==> src/isd_pkg.sv <==
// Package for the input synchronisation parameter object and profile.
// Assumes a single clock domain and an index/subindex parameter port.
package isd_pkg;

    // Object indices
    localparam logic [15:0] ISD_IDX_SYNC_IN = 16'h1c33;
    localparam logic [15:0] ISD_IDX_PROFILE = 16'hf000;

    // Subindices of the synchronisation object
    localparam logic [7:0] ISD_SUB_COUNT = 8'h00;
    localparam logic [7:0] ISD_SUB_MODE = 8'h01;
    localparam logic [7:0] ISD_SUB_CYCLE = 8'h02;
    localparam logic [7:0] ISD_SUB_SHIFT = 8'h03;
    localparam logic [7:0] ISD_SUB_SUPPORT = 8'h04;
    localparam logic [7:0] ISD_SUB_MIN_CYCLE = 8'h05;
    localparam logic [7:0] ISD_SUB_COPY = 8'h06;
    localparam logic [7:0] ISD_SUB_COMMAND = 8'h08;
    localparam logic [7:0] ISD_SUB_DELAY = 8'h09;
    localparam logic [7:0] ISD_SUB_MISSED = 8'h0b;
    localparam logic [7:0] ISD_SUB_OVERRUN = 8'h0c;
    localparam logic [7:0] ISD_SUB_SHORT = 8'h0d;
    localparam logic [7:0] ISD_SUB_SYNC_ERR = 8'h20;

    // Subindices of the modular profile object
    localparam logic [7:0] ISD_SUB_PROF_COUNT = 8'h00;
    localparam logic [7:0] ISD_SUB_PROF_SPACING = 8'h01;
    localparam logic [7:0] ISD_SUB_PROF_CHANNELS = 8'h02;

    // Constant and reset values
    localparam logic [7:0] ISD_ENTRY_COUNT = 8'h20;
    localparam logic [31:0] ISD_CYCLE_RST = 32'h017d_7840;
    localparam logic [31:0] ISD_TIME_RST = 32'h0000_0000;
    localparam logic [15:0] ISD_SUPPORT_MAP = 16'hc007;
    localparam logic [31:0] ISD_MIN_CYCLE = 32'h0002_22e0;
    localparam logic [15:0] ISD_COUNT_RST = 16'h0000;
    localparam logic [7:0] ISD_PROF_COUNT = 8'h02;
    localparam logic [15:0] ISD_PROF_SPACING = 16'h0010;
    localparam logic [15:0] ISD_PROF_CHANNELS = 16'h0001;

    // Measurement command codes
    localparam logic [15:0] ISD_CMD_STOP = 16'h0000;
    localparam logic [15:0] ISD_CMD_START = 16'h0001;

    typedef enum logic [15:0] {
        ISD_MODE_FREE = 16'h0000,
        ISD_MODE_SM3 = 16'h0001,
        ISD_MODE_SYNC0 = 16'h0002,
        ISD_MODE_SYNC1 = 16'h0003,
        ISD_MODE_SM2 = 16'h0022
    } isd_mode_t;

    localparam isd_mode_t ISD_MODE_RST = ISD_MODE_SM2;

    typedef struct packed {
        logic write;
        logic [15:0] index;
        logic [7:0] subindex;
        logic [31:0] wdata;
    } isd_req_t;

    typedef struct packed {
        logic abort;
        logic [31:0] rdata;
    } isd_rsp_t;

    typedef struct packed {
        logic sm_missed;
        logic cycle_over;
        logic shift_short;
        logic cycle_done;
        logic sync_fault;
    } isd_evt_t;

    typedef struct packed {
        logic valid;
        logic [31:0] shift_ns;
        logic [31:0] copy_ns;
        logic [31:0] delay_ns;
    } isd_meas_t;

endpackage

==> src/isd_sync_params.sv <==
// Input synchronisation parameter object with timing monitor counters.
// Assumes the mailbox side issues one request at a time and that event
// and measurement inputs are synchronous one-cycle strobes.
//
// Contract
// - Entry count reads constant 32
// - Writable mode code, default 34
// - Writable cycle time, default 25000000 ns
// - Writable shift time, default zero
// - Supported modes bitmap reads 0xC007
// - Minimum cycle time reads 140000 ns
// - Read-only calc and copy time
// - Command 1 starts, 0 stops measurement
// - Keep maxima; clear on new measurement
// - Read-only SYNC1 to sample delay
// - Count missed events, operational DC mode
// - Count cycle overruns in operational state
// - Count too-short SYNC0/SYNC1 spacing, DC mode
// - Sync error flag from last DC cycle
// - Profile: two entries, spacing 16, one channel
`timescale 1ns/100ps

module isd_sync_params (
    // Clock and reset
    input wire logic mclk_i,
    input wire logic arst_n_i,
    // Parameter access from the mailbox side
    input wire logic req_valid_i,
    input wire isd_pkg::isd_req_t req_i,
    output logic rsp_valid_o,
    output isd_pkg::isd_rsp_t rsp_o,
    // Device state and timing events
    input wire logic op_state_i,
    input wire isd_pkg::isd_evt_t evt_i,
    input wire isd_pkg::isd_meas_t meas_i,
    // Configuration seen by the sampling logic
    output isd_pkg::isd_mode_t sync_mode_o,
    output logic [31:0] cycle_ns_o,
    output logic [31:0] shift_ns_o,
    output logic measure_on_o,
    output logic dc_mode_o
);
    import isd_pkg::*;

    // Saturating increment for the monitor counters
    function automatic logic [15:0] sat_inc(input logic [15:0] v,
                                            input logic hit);
        if (hit && (v != 16'hffff)) begin
            return v + 16'h0001;
        end
        return v;
    endfunction

    function automatic logic [31:0] max32(input logic [31:0] a,
                                          input logic [31:0] b);
        return (b > a) ? b : a;
    endfunction

    function automatic logic legal_mode(input logic [15:0] m);
        return (m == ISD_MODE_FREE) || (m == ISD_MODE_SM3) ||
               (m == ISD_MODE_SYNC0) || (m == ISD_MODE_SYNC1) ||
               (m == ISD_MODE_SM2);
    endfunction

    // Configuration and measurement state
    isd_mode_t mode_q, mode_d;
    logic [31:0] cycle_q, cycle_d;
    logic [31:0] shift_q, shift_d;
    logic [31:0] copy_q, copy_d;
    logic [31:0] delay_q, delay_d;
    logic [15:0] cmd_q, cmd_d;

    // Monitor state
    logic [15:0] missed_q, missed_d;
    logic [15:0] overrun_q, overrun_d;
    logic [15:0] short_q, short_d;
    logic sync_err_q, sync_err_d;

    // Response state
    logic rsp_valid_q, rsp_valid_d;
    isd_rsp_t rsp_q, rsp_d;

    logic dc_mode;
    logic measuring;
    logic wr;
    logic [23:0] key;

    assign dc_mode = (mode_q == ISD_MODE_SYNC0) ||
                     (mode_q == ISD_MODE_SYNC1);
    assign measuring = (cmd_q == ISD_CMD_START);
    assign wr = req_valid_i && req_i.write;
    assign key = {req_i.index, req_i.subindex};

    // Configuration and measured times
    always_comb begin
        mode_d = mode_q;
        cycle_d = cycle_q;
        shift_d = shift_q;
        copy_d = copy_q;
        delay_d = delay_q;
        cmd_d = cmd_q;
        // Track maxima while a measurement runs
        if (measuring && meas_i.valid) begin
            shift_d = max32(shift_q, meas_i.shift_ns);
            copy_d = max32(copy_q, meas_i.copy_ns);
            delay_d = max32(delay_q, meas_i.delay_ns);
        end
        // Master writes come last, so they win over a same-cycle sample
        if (wr) begin
            unique case (key)
                {ISD_IDX_SYNC_IN, ISD_SUB_MODE}: begin
                    if (legal_mode(req_i.wdata[15:0])) begin
                        mode_d = isd_mode_t'(req_i.wdata[15:0]);
                    end
                end
                {ISD_IDX_SYNC_IN, ISD_SUB_CYCLE}: begin
                    cycle_d = req_i.wdata;
                end
                {ISD_IDX_SYNC_IN, ISD_SUB_SHIFT}: begin
                    shift_d = req_i.wdata;
                end
                {ISD_IDX_SYNC_IN, ISD_SUB_COMMAND}: begin
                    if (req_i.wdata[15:0] == ISD_CMD_START) begin
                        cmd_d = ISD_CMD_START;
                        // A fresh run starts from cleared maxima
                        shift_d = ISD_TIME_RST;
                        copy_d = ISD_TIME_RST;
                        delay_d = ISD_TIME_RST;
                    end else if (req_i.wdata[15:0] == ISD_CMD_STOP) begin
                        cmd_d = ISD_CMD_STOP;
                    end
                end
                default: begin
                end
            endcase
        end
    end

    always_ff @(posedge mclk_i or negedge arst_n_i) begin
        if (!arst_n_i) begin
            mode_q <= ISD_MODE_RST;
            cycle_q <= ISD_CYCLE_RST;
            shift_q <= ISD_TIME_RST;
            copy_q <= ISD_TIME_RST;
            delay_q <= ISD_TIME_RST;
            cmd_q <= ISD_CMD_STOP;
        end else begin
            mode_q <= mode_d;
            cycle_q <= cycle_d;
            shift_q <= shift_d;
            copy_q <= copy_d;
            delay_q <= delay_d;
            cmd_q <= cmd_d;
        end
    end

    // Event strobes qualified by device state and mode
    logic missed_hit;
    logic overrun_hit;
    logic short_hit;
    logic fault_take;

    // Missed events only count while operational in DC mode
    assign missed_hit = evt_i.sm_missed && op_state_i && dc_mode;
    // Overruns count in the operational state, in any mode
    assign overrun_hit = evt_i.cycle_over && op_state_i;
    // Short SYNC0/SYNC1 spacing only matters in DC mode
    assign short_hit = evt_i.shift_short && dc_mode;
    // The flag follows the fault strobe once per finished cycle
    assign fault_take = dc_mode && evt_i.cycle_done;

    // Timing fault counters and sync error flag
    always_comb begin
        // Counters stop at all ones so a long fault burst never wraps
        missed_d = sat_inc(missed_q, missed_hit);
        overrun_d = sat_inc(overrun_q, overrun_hit);
        short_d = sat_inc(short_q, short_hit);
        sync_err_d = sync_err_q;
        if (!dc_mode) begin
            sync_err_d = 1'b0;
        end else if (fault_take) begin
            sync_err_d = evt_i.sync_fault;
        end
    end

    always_ff @(posedge mclk_i or negedge arst_n_i) begin
        if (!arst_n_i) begin
            missed_q <= ISD_COUNT_RST;
            overrun_q <= ISD_COUNT_RST;
            short_q <= ISD_COUNT_RST;
            sync_err_q <= 1'b0;
        end else begin
            missed_q <= missed_d;
            overrun_q <= overrun_d;
            short_q <= short_d;
            sync_err_q <= sync_err_d;
        end
    end

    // Access response: read data, or abort for bad access
    always_comb begin
        rsp_valid_d = req_valid_i;
        rsp_d.abort = 1'b0;
        rsp_d.rdata = 32'h0000_0000;
        if (req_valid_i) begin
            unique case (key)
                {ISD_IDX_SYNC_IN, ISD_SUB_COUNT}: begin
                    rsp_d.rdata = {24'h00_0000, ISD_ENTRY_COUNT};
                    rsp_d.abort = wr;
                end
                {ISD_IDX_SYNC_IN, ISD_SUB_MODE}: begin
                    rsp_d.rdata = {16'h0000, mode_q};
                    rsp_d.abort = wr && !legal_mode(req_i.wdata[15:0]);
                end
                {ISD_IDX_SYNC_IN, ISD_SUB_CYCLE}: begin
                    rsp_d.rdata = cycle_q;
                end
                {ISD_IDX_SYNC_IN, ISD_SUB_SHIFT}: begin
                    rsp_d.rdata = shift_q;
                end
                {ISD_IDX_SYNC_IN, ISD_SUB_SUPPORT}: begin
                    rsp_d.rdata = {16'h0000, ISD_SUPPORT_MAP};
                    rsp_d.abort = wr;
                end
                {ISD_IDX_SYNC_IN, ISD_SUB_MIN_CYCLE}: begin
                    rsp_d.rdata = ISD_MIN_CYCLE;
                    rsp_d.abort = wr;
                end
                {ISD_IDX_SYNC_IN, ISD_SUB_COPY}: begin
                    rsp_d.rdata = copy_q;
                    rsp_d.abort = wr;
                end
                {ISD_IDX_SYNC_IN, ISD_SUB_COMMAND}: begin
                    rsp_d.rdata = {16'h0000, cmd_q};
                    rsp_d.abort = wr &&
                        (req_i.wdata[15:0] != ISD_CMD_START) &&
                        (req_i.wdata[15:0] != ISD_CMD_STOP);
                end
                {ISD_IDX_SYNC_IN, ISD_SUB_DELAY}: begin
                    rsp_d.rdata = delay_q;
                    rsp_d.abort = wr;
                end
                {ISD_IDX_SYNC_IN, ISD_SUB_MISSED}: begin
                    rsp_d.rdata = {16'h0000, missed_q};
                    rsp_d.abort = wr;
                end
                {ISD_IDX_SYNC_IN, ISD_SUB_OVERRUN}: begin
                    rsp_d.rdata = {16'h0000, overrun_q};
                    rsp_d.abort = wr;
                end
                {ISD_IDX_SYNC_IN, ISD_SUB_SHORT}: begin
                    rsp_d.rdata = {16'h0000, short_q};
                    rsp_d.abort = wr;
                end
                {ISD_IDX_SYNC_IN, ISD_SUB_SYNC_ERR}: begin
                    rsp_d.rdata = {31'h0000_0000, sync_err_q};
                    rsp_d.abort = wr;
                end
                {ISD_IDX_PROFILE, ISD_SUB_PROF_COUNT}: begin
                    rsp_d.rdata = {24'h00_0000, ISD_PROF_COUNT};
                    rsp_d.abort = wr;
                end
                {ISD_IDX_PROFILE, ISD_SUB_PROF_SPACING}: begin
                    rsp_d.rdata = {16'h0000, ISD_PROF_SPACING};
                    rsp_d.abort = wr;
                end
                {ISD_IDX_PROFILE, ISD_SUB_PROF_CHANNELS}: begin
                    rsp_d.rdata = {16'h0000, ISD_PROF_CHANNELS};
                    rsp_d.abort = wr;
                end
                default: begin
                    rsp_d.abort = 1'b1;
                end
            endcase
            // Writes never echo data back
            if (wr) begin
                rsp_d.rdata = 32'h0000_0000;
            end
        end
    end

    always_ff @(posedge mclk_i or negedge arst_n_i) begin
        if (!arst_n_i) begin
            rsp_valid_q <= 1'b0;
            rsp_q <= '0;
        end else begin
            rsp_valid_q <= rsp_valid_d;
            rsp_q <= rsp_d;
        end
    end

    // Response data lasts one cycle; with no access it reads zero
    assign rsp_valid_o = rsp_valid_q;
    assign rsp_o = rsp_q;
    assign sync_mode_o = mode_q;
    assign cycle_ns_o = cycle_q;
    assign shift_ns_o = shift_q;
    assign measure_on_o = measuring;
    assign dc_mode_o = dc_mode;

endmodule

==> config.mk <==
export PLATFORM = sky130hd
export DESIGN_NAME = isd_sync_params
export DESIGN_NICKNAME = d
export VERILOG_FILES = /design/src/isd_pkg.sv /design/src/isd_sync_params.sv
export SDC_FILE = /design/constraint.sdc
export NUM_CORES = 1
export LEC_CHECK = 0
export ABC_AREA = 1
export BUFFER_PORTS_ARGS = -buffer_cell sky130_fd_sc_hd__buf_2
export CAP_MARGIN = 20
export CORE_MARGIN = 3
export CORE_UTILIZATION = 60
export CTS_BUF_LIST = sky130_fd_sc_hd__clkbuf_4 sky130_fd_sc_hd__clkbuf_8
export DETAILED_ROUTE_END_ITERATION = 10
export GPL_TIMING_DRIVEN = 0
export PLACE_DENSITY_LB_ADDON = 0.12
export REMOVE_ABC_BUFFERS = 1
export SYNTH_ARGS = -nofsm -noshare
export SYNTH_HDL_FRONTEND = slang
export SYNTH_SLANG_ARGS = --single-unit
==> constraint.sdc <==
create_clock -name mclk_i -period 4.9 [get_ports mclk_i]
set_input_delay 0.98 -clock mclk_i [delete_from_list [all_inputs] [get_ports mclk_i]]
set_output_delay 0.98 -clock mclk_i [all_outputs]
set_load 0.01 [all_outputs]
==> results.md, run 1 <==
- Mean Syn Cell Area: approximately 7.3 um^2
- Vias: around 15000
- Met3 global-route usage: roughly 6.8%
- Ys async rst share: 100%
- Layout Skew: ~35 ps
- Post-synth top cells: nand2_1 (504), inv_1 (311), nor2_1 (228)
- NetSw: ~1.1 mW
- Total power: between 4 and 5 mW
- Mapped Area: 15200 um^2
- Seq pwr share: 46.6%
- Met2 Track Usage GR: a little under three fifths
- Final net count: between 2000 and 3000
- Count of final setup violators: 0
- Hold slack: 399 ps
- Post-DR vias/cell: 5.58
- Layout cells sized above 1: 19.9%
- Fin. Hold Viols: 0
- Cell chain of the critical path: buf_2 -> nor2_2 -> nand3_1 -> inv_1 -> nand4_4 -> nor2_4 -> nor2_2 -> buf_8 -> nand3_1 -> nand2_1
- Startpoint types: input pin
- IO Port Bufs: approximately 280
- Outcome: completed
- Initial antenna violation count: 7
- Post-cts sizing count: 0
- Dominant synthesized flop cell: dfrtp_1
- CTS tree: yes
- DIE HEIGHT: approximately 170 um
- Area Overhead vs Synth: 17.8%
- Slowest CP cell: nor2_4
- Drt drc: 0
- Initial DRC count: ~1400
- Routed len/inst: about 18 um
- WP data required: 5340 ps
- H-tree Lvls: 2
- Cell variety after synth: 45
- Rows: 57
- FILL cells: about 2000
- Share of the synthesized area in the top cell type: 35.2%
- Final period util: just under 70%
- Total internal power: ~3.1 mW
- Max Slew Vio Count: 0
- Area leader, netlist: dfrtp_1
- Max Cap Viol: 0
- Remaining antenna violation count after routing: 0
- Synth Instances: between 2000 and 2500
- Comb pwr share: approximately 8.8%
- Max Freq: 0.297 GHz
- Fin crit period: 3370 ps
- Net Sw Frac: a little over a quarter
- Critical path class: input pin to flop
- Sequential share of the synthesized area: a little under two fifths
- DP Wirelength: ~37000 um
- CP max stage delay: ~830 ps
- First-pass GRT wire length: between 70000 and 80000 um
- Post-synth EDFFs: 0
- CTS max path bufs: 3
- Cell with the most instances after synthesis: nand2_1
- Num CTS Buffers: 41
- Core area: about 25000 um^2
- Clock Sinks: around 230
- Unrepaired setup endpoints after global routing: false
- Slew headroom: around 31%
- Vias in the first global route: around 14000
- Clock power share: between 40% and 50%
- Total congestion overflow: 0
- Ports: about 280
- Tightest Pin Transition: approximately 1000 ps
- Worst hold-check path type: input pin to asynchronous set/reset pin
- Setup bufs post-CTS: 0
- Die width: between 150 and 200 um
- CTS root buf: clkbuf_8
- First-pass iteration count of the detailed router: 6
- Cts hold-fix bufs: 0
- Reg clk slew, reported paths: approximately 60 ps
- Final Wtd Congestion: 0.999
- CP arrival: 3810 ps
- Clk Latency, worst-skew pair: about 560 ps
- Crit path capture type: flop
- Leakage dissipation: just under 10 nW
- Synth Register Bits: 228
- Main area contributors after synthesis: dfrtp_1 (35%), nand2_1 (12%), ha_1 (8.1%), inv_1 (7.7%), nand3_1 (6.0%)
- Worst vdd ir: around 260 uV
- Layer with the highest usage: met2
- PD cells: between 200 and 250 nW/um^2
- Total Wirelength: between 40000 and 50000 um
- GRT Total Usage: about a third
- Crit Path Max Fanout: 33
- Initial core utilization: between 60% and 70%
- Met1 Track Usage GR: between 40% and 50%
- Die area: 27300 um^2
- Largest net degree at the start of global routing: between 90 and 100
- Yosys warns: 0
power by group through the flow:
stage / registers [mW] / logic, mW / clock network (mW)
finish: 1.95 / 0.366 / 1.87
global route: 1.95 / 0.412 / 1.97
CTS: 1.95 / 0.366 / 1.88
detailed placement: 1.98 / 0.363 / 0
global placement: 1.98 / 0.335 / 0
floorplan: 1.97 / 0.167 / 0
cell type report:
type	count	area, um^2	share of cell area [%]
clock inverters	5	27.5	0.154
repair buffers	295	1780	9.92
inverters	320	1200	6.70
clock buffers	66	815	4.55
diodes	4	10.0	0.0559
well taps	324	405	2.26
flip-flops and latches	228	5720	31.9
multi-input cells	1461	7960	44.4
through the flow:
| step | TNS (ps) | area [um^2] | setup slack, ps | instances | util, % |
|---|---|---|---|---|---|
| global route | 0 | 17900 | 1380 | 2700 | 72.8 |
| detailed placement | 0 | 17000 | 727 | 2625 | 69.1 |
| floorplan | 0 | 14800 | 854 | 2009 | - |
| CTS | 0 | 17800 | 1280 | 2696 | 72.5 |
| global placement | -311590 | 16600 | -1210 | 2611 | 67.6 |
| finish | 0 | 17900 | 1530 | 2703 | 72.8 |
state kept, by name, indices dropped and copies added (netlist names), 16 cells and up:
| signal | cells |
|---|---|
| rsp_o | 33 |
| copy_q | 32 |
| cycle_ns_o | 32 |
| delay_q | 32 |
| shift_ns_o | 32 |
| missed_q | 16 |
| overrun_q | 16 |
| short_q | 16 |
| sync_mode_o | 16 |
cell usage in the layout, fill, tap and decap left out, types with 3 or more instances in the layout:
cell type,n
mux2_4,24
diode_2,4
nor2_1,227
nand2_2,5
o21ai_0,82
nor4_1,11
dfstp_2,14
xnor2_1,12
inv_1,311
nand3b_1,4
clkinv_2,4
clkbuf_4,15
nand4_1,51
nand2_1,502
buf_8,6
nor2_4,3
nor3b_1,4
buf_16,8
nor2_2,37
clkbuf_8,51
nand3_1,181
a21oi_1,118
o211ai_1,13
nor3_1,17
buf_2,277
ha_1,99
buf_12,4
dfrtp_1,214
xor2_1,31
inv_2,8
o21a_1,7
a211oi_1,11
per-layer routing:
metal  vias to the layer above  routed length [um]
met5                         -                  42
met4                         6                3690
met3                       198                4030
met2                       709               22000
met1                      6974               19000
li1                       7205                   -
worst max-delay path, delay by kind of cell:
| kind | cells | cell delay, ps |
|---|---|---|
| buffers and inverters | 3 | 620 |
| AND/OR/NAND/NOR | 7 | 2180 |
logic make-up (layout without fill, tap and decap cells):
logic type / after synthesis / after routing / share of synthesized area (%)
simple gates: 1053 / 1053 / 30.3
buf+inv: 395 / 686 / 10.3
compound gates: 240 / 240 / 8.61
flops: 228 / 228 / 37.6
fa+ha+maj: 99 / 99 / 8.14
xor+xnor: 43 / 43 / 2.48
mux: 26 / 26 / 2.51
other cells: 0 / 4 / 0
worst paths after layout:
kind | from | end | slack (ps) | depth (start not counted)
max | req_i[37] | shift_ns_o[12] | 1530 | 10
min | arst_n_i | delay_q[2] | 400 | 1
max reg2reg | shift_ns_o[23] | shift_ns_o[21] | 1720 | 13
min reg2reg | overrun_q[14] | overrun_q[14] | 500 | 1
max in group asynchronous | arst_n_i | cycle_ns_o[24] | 3640 | 2
min in group mclk_i | overrun_q[14] | overrun_q[14] | 500 | 1
(Power assumes the default switching activity.)
==> run 2: changes to the inputs <==
- ABC_AREA: 1 -> 0
- CORE_UTILIZATION: 60 -> 57
- clock period: 4.9 -> 3.2 ns (I/O delays scaled with it)
==> run 2 against run 1 <==
Clock power is 51% higher. Largest power group unchanged. Combinational power increased by 28%. Synthesized area fell by 14%. Total power is 50% higher. Clock-buffer cell count shrank 4.
==> results.md, run 2 <==
- Outcome: completed
- Crit Path Max Fanout: 13 (-61%)
- Largest net degree at the start of global routing: 117 (+29%)
- Final worst slack: 70.8 ps (-1460 ps)
- First-pass iteration count of the detailed router: 5 (-1)
- RR Endpoint: shift_ns_o[22]
- Num CTS Buffers: 39 (-4.9%)
- Most frequent cells in the layout: buf_2 (277), nand2_1 (215), dfrtp_1 (214)
- PD cells: 396 nW/um^2 (+70%)
- Fin. Hold Viols: 0 (unchanged)
- Leakage dissipation: 7.71 nW (-20%)
- DP Cell Count: 1833 (-30%)
- Initial core utilization: 59.0% (-2.8 points)
- Post-synth EDFFs: 0 (unchanged)
- Mapped Area: 13100 um^2 (-14%)
- Clock Sinks: 228 (unchanged)
- Max Cap Viol: 0 (unchanged)
- Reg2reg path depth: 10 (-3)
- R2R Setup Slk: 70 ps (-1650 ps)
- H-tree Lvls: 2 (unchanged)
- Crit path capture type: flop
- Critical path class: flop to flop
- Unrepaired setup endpoints after global routing: false
- Cell with the most instances after synthesis: nand2_1
- FILL cells: 1759 (-14%)
- Rows: 54 (-5.3%)
- Vias in the first global route: 11300 (-21%)
- Placed cell area: 14900 um^2 (-12%)
- Area Overhead vs Synth: 20.7%
- FF-to-FF Start: shift_ns_o[12]
- First-pass GRT wire length: 61900 um (-17%)
- Ys async rst share: 100% (unchanged)
- Total power: 6.27 mW (+50%)
- Fin crit period: about 3100 ps
- Remaining antenna violation count after routing: 0 (unchanged)
- Hold slack: 154 ps (-245 ps)
- Max reg flops: 33 (unchanged)
- Worst Path Buf+Inv: 2 (-1)
- Share of the synthesized area in the top cell type: 40.8% (+5.6 points)
- Family with the most delay on the worst path: compound AO/OA/AOI/OAI gates
- CTS max path bufs: 3 (unchanged)
- Max Freq: 0.320 GHz
- Synth Instances: 1316 (-37%)
- Max Slew Vio Count: 0 (unchanged)
- DP Wirelength: 30800 um (-16%)
- Total Wirelength: 40700 um (-16%)
- Worst hold-check path type: input pin to asynchronous set/reset pin
- Area leader, netlist: dfrtp_1
- Multi-input gate area: 6760 um^2 (-15%)
- Most common cell after layout, fill and taps aside: buf_2
- WP data required: 3600 ps (-1740 ps)
- Die area: 24900 um^2 (-8.9%)
- Tightest Pin Transition: 1060 ps (+28.0 ps)
- Vias: 11600 (-23%)
- Startpoint types: flop
- Cell chain of the critical path: inv_1 -> ha_1 -> nand4_1 -> nor2_1 -> a221o_1 -> o311a_1 -> o21ai_4 -> buf_16 -> mux2i_1 -> o21ai_0
- CTS tree: yes
- Total congestion overflow: 0 (unchanged)
- GRT Total Usage: 32.0% (-3.0 points)
- Worst vdd ir: 376 uV (+47%)
- Synth Register Bits: 228 (unchanged)
- Initial antenna violation count: 5 (-2)
- IO Port Bufs: 278 (unchanged)
- DIE HEIGHT: 158 um (-4.6%)
- Post-DR vias/cell: 6.07 (+8.6%)
- Main area contributors after synthesis: dfrtp_1 (41%), ha_1 (9.4%), mux2i_1 (7.4%), nand2_1 (6.2%), inv_1 (2.9%)
- Final period util: a little over nine tenths
- Post-route design area: 15800 um^2 (-12%)
- Pre-CTS WS: -1390 ps (-2120 ps)
- Reg clk slew, reported paths: 60 ps (about the same)
- Layout cells sized above 1: 26.7% (+6.8 points)
- Die width: 158 um (-4.6%)
- Mean Syn Cell Area: 9.97 um^2 (+37%)
- Reg area: 5720 um^2 (unchanged)
- Clk Latency, worst-skew pair: 530 ps (-30 ps)
- Cell variety after synth: 69 (+53%)
- Dominant synthesized flop cell: dfrtp_1
- CP max stage delay: 550 ps (-280 ps)
- Layout Skew: 16.4 ps (-18.8 ps)
- Slowest CP cell: o21ai_4
- Final Wtd Congestion: 0.912 (-8.7%)
- Sequential share of the synthesized area: 43.6% (+6.0 points)
- Layout Cells excl Fill: 1910 (-29%)
- Drt drc: 0 (unchanged)
- Cts hold-fix bufs: 0 (unchanged)
- Post-synth top cells: nand2_1 (215), dfrtp_1 (214), inv_1 (102)
- Core area: 22200 um^2 (-9.7%)
- Slew headroom: 28.5% (-2.1 points)
- CP arrival: 3530 ps (-280 ps)
- CTS root buf: clkbuf_8
- Ports: 279 (unchanged)
- Count of final setup violators: 0 (unchanged)
- Routed len/inst: 21.3 um (+18%)
- Initial DRC count: 1067 (-26%)
- Final net count: 1860 (-29%)
- Yosys warns: 0 (unchanged)
==> run 2: area by class of cell <==
class,count,share of cell area [%]
antenna,4,0.0632
clock buffer,62,4.88
clock inverter,7,0.466
inverter,102,2.42
multi-input combinational,926,42.7
sequential,228,36.1
tap,280,2.21
timing repair buffer,301,11.1
==> run 2: how the worst max path moves through the flow <==
stage | from | to | slack, ps | cells past startpoint
floorplan | req_i[2] | cmd_q[0] | -1680 | 5
global placement | req_i[46] | rsp_o[14] | -4820 | 6
detailed placement | req_i[46] | cycle_ns_o[29] | -1390 | 8
CTS | shift_ns_o[30] | shift_ns_o[23] | 10 | 10
global route | shift_ns_o[11] | shift_ns_o[22] | 1 | 10
finish | shift_ns_o[12] | shift_ns_o[22] | 70 | 10
==> run 2: where the power goes <==
group	total (mW)	leakage (nW)	switching, mW	internal [mW]
logic	0.467	4.14	0.268	0.198
clock network	2.82	0.453	1.20	1.62
registers	2.98	3.12	0.0609	2.92
==> run 2: cell families after synthesis <==
logic type | count (synthesis) | share of synthesized area, %
flip-flops | 228 | 43.6
adder cells (fa/ha/maj) | 99 | 9.44
AO/OA/AOI/OAI | 254 | 12.8
buffers and inverters | 163 | 5.22
AND/OR/NAND/NOR | 392 | 15.2
XOR/XNOR | 46 | 3.07
multiplexers | 134 | 10.6
==> run 2: per-layer routing <==
metal  vias up  track usage, %  part of all wire (%)
met5         -               0                 0.029
met4         2            15.4                   5.1
met3       117            5.66                   7.7
met2       534            52.3                    47
met1      5615            41.4                    40
li1       5317               -                     -
==> run 2: through the flow <==
stage               util, %  setup TNS (ps)
floorplan                 -         -189670
global placement       65.5        -1050210
global route           71.2               0
finish                 71.2               0
detailed placement     67.1          -60590
CTS                    71.0               0
==> run 2: timing repair <==
item,4_1_cts,5_1_grt
endpoints found under the setup margin,45,11
gates resized for setup,1,1
hold endpoints to repair,0,0
cloned,1,0
buffers inserted,1,0
pin swaps,2,0
==> run 2: worst register-to-register path, stage by stage (launching register included) <==
cell	delay [ps]
dfrtp_1	450
inv_1	70
ha_1	280
nand4_1	190
nor2_1	60
a221o_1	360
o311a_1	440
o21ai_4	550
buf_16	240
mux2i_1	250
o21ai_0	120
==> run 3: changes to the inputs <==
- CAP_MARGIN: 20 -> unset
- CELL_PAD_IN_SITES_DETAIL_PLACEMENT: unset -> 1
- CELL_PAD_IN_SITES_GLOBAL_PLACEMENT: unset -> 1
- CORE_UTILIZATION: 57 -> 44
- GPL_TIMING_DRIVEN: 0 -> unset
==> run 3 against run 2 <==
Via count up 0.45%. Flip-flop and latch count did not move. Utilization decreased by 15 points. Highest routed layer unchanged. Largest power group is now clock. Clock skew is 2.9 ps lower. Non-clock buffer count increased by 19. Critical endpoint is now shift_ns_o[10]. Critical path type unchanged. Largest cell class unchanged.
==> results.md, run 3 (synthesis results as in run 2) <==
- Drt drc: 0 (unchanged)
- Final Wtd Congestion: 0.877 (-3.8%)
- CP max stage delay: 560 ps (about the same)
- Num CTS Buffers: 43 (+10%)
- Vias in the first global route: 12300 (+9.0%)
- First-pass iteration count of the detailed router: 5 (unchanged)
- Critical path class: flop to flop
- Rows: 62 (+15%)
- Final net count: 1882 (+1.2%)
- Fin crit period: 2850 ps (-277 ps)
- R2R Setup Slk: 350 ps (+280 ps)
- Vias: 11600 (+0.45%)
- Total congestion overflow: 0 (unchanged)
- Final period util: 89.1% (-8.7 points)
- Die width: 179 um (+13%)
- Count of final setup violators: 0 (unchanged)
- Fin. Hold Viols: 0 (unchanged)
- Outcome: completed
- Most frequent cells in the layout: buf_2 (277), nand2_1 (215), dfrtp_1 (214)
- DP Cell Count: 1958 (+6.8%)
- Clock Sinks: 228 (unchanged)
- Clk Latency, worst-skew pair: 550 ps (+20 ps)
- PD cells: 418 nW/um^2 (+5.6%)
- Largest net degree at the start of global routing: 130 (+11%)
- Worst vdd ir: 271 uV (-28%)
- CP arrival: 3280 ps (-250 ps)
- DIE HEIGHT: 179 um (+13%)
- Reg area: 5720 um^2 (unchanged)
- Slowest CP cell: nor4_1
- Worst hold-check path type: input pin to flop
- FF-to-FF Start: shift_ns_o[30]
- Max Slew Vio Count: 0 (unchanged)
- Initial antenna violation count: 2 (-3)
- Most common cell after layout, fill and taps aside: buf_2
- Layout cells sized above 1: 27.8% (+1.1 points)
- Area Overhead vs Synth: 23.3%
- Initial DRC count: 707 (-34%)
- Crit Path Max Fanout: 11 (-2)
- Multi-input gate area: 6740 um^2 (-0.33%)
- Die area: 31900 um^2 (+28%)
- CTS tree: yes
- CTS max path bufs: 3 (unchanged)
- Total power: 6.76 mW (+7.9%)
- Hold path depth: 1
- Max reg flops: 33 (unchanged)
- Remaining antenna violation count after routing: 0 (unchanged)
- Post-DR vias/cell: 5.71 (-5.9%)
- Startpoint types: flop
- Family with the most delay on the worst path: simple AND/OR/NAND/NOR gates
- GRT Total Usage: 29.1% (-2.9 points)
- Tightest Pin Transition: 677 ps (-387 ps)
- Reg2reg path depth: 10 (unchanged)
- Routed len/inst: 23.1 um (+8.5%)
- Initial core utilization: 45.2% (-14 points)
- Hold endpoint: rsp_valid_o
- First-pass GRT wire length: 71000 um (+15%)
- Worst hold start: req_valid_i
- Core area: 29000 um^2 (+31%)
- Layout Cells excl Fill: 2039 (+6.8%)
- Total Wirelength: 47100 um (+16%)
- FILL cells: 3384 (+92%)
- Max Cap Viol: 0 (unchanged)
- CTS root buf: clkbuf_8
- H-tree Lvls: 2 (unchanged)
- Ports: 279 (unchanged)
- CP startpoint: shift_ns_o[30]
- WP data required: 3620 ps (+20 ps)
- Hold slack: 305 ps (+151 ps)
- Crit path capture type: flop
- Unrepaired setup endpoints after global routing: false
- Worst Path Buf+Inv: 3 (+1)
- DP Wirelength: 35900 um (+16%)
- Setup bufs post-CTS: 0 (-1)
- Slew headroom: 54.9% (+26 points)
- Most used cell along the critical path: buf_4
- Max Freq: 0.351 GHz (+9.7%)
- Cell chain of the critical path: inv_1 -> ha_1 -> nand4_1 -> nor4_1 -> buf_4 -> a31oi_1 -> o21ai_4 -> buf_4 -> mux2i_1 -> o21ai_0
- RR Endpoint: shift_ns_o[10]
- Reg clk slew, reported paths: 60 ps (about the same)
- Layout Skew: 13.6 ps (-2.86 ps)
- IO Port Bufs: 278 (unchanged)
- Leakage dissipation: 7.85 nW (+1.8%)
[run 3: worst max path at each step]
stage / end / slack, ps / cells past startpoint
after floorplan: cmd_q[0] / -1680 / 5
after global placement: copy_q[23] / 80 / 10
after detailed placement: copy_q[3] / 20 / 10
after CTS: dc_mode_o / 320 / 3
after global routing: shift_ns_o[6] / 140 / 10
final: shift_ns_o[10] / 350 / 10
[run 3: timing repair]
action | in CTS | in global routing
hold buffers | 1 | 0
hold endpoints to repair | 23 | 0
gates resized for setup | 0 | 0
[run 3: layer usage]
| metal | global-route usage, % | wire length, um | vias to the layer above |
|---|---|---|---|
| met4 | 10.4 | 1490 | 2 |
| met3 | 4.74 | 2640 | 93 |
| met5 | 0 | 11 | - |
| met2 | 50.2 | 23500 | 350 |
| li1 | - | - | 5339 |
| met1 | 37.0 | 19500 | 5853 |
[run 3: layout make-up]
cell class / count / area share, %
Clock buffer: 71 / 5.62
Antenna cell: 1 / 0.0155
Clock inverter: 8 / 0.611
Timing Repair Buffer: 320 / 11.4
Tap cell: 384 / 2.97
Inverter: 102 / 2.37
Sequential cell: 228 / 35.4
Multi-Input combinational cell: 925 / 41.6
[run 3: through the flow]
stage	worst slack (ps)	utilization (%)	TNS (ps)	cell area, um^2
2_1_floorplan	-1680	-	-189670	12800
3_3_place_gp	83.6	52.2	0	15200
3_5_place_dp	18.3	52.2	0	15200
4_1_cts	319	55.7	0	16200
5_1_grt	141	55.8	0	16200
6_report	348	55.8	0	16200
[run 3: report_power, final]
group          total, mW  switching (mW)  internal [mW]
combinational      0.492           0.287          0.205
sequential          2.99          0.0687           2.92
clock               3.28            1.32           1.96
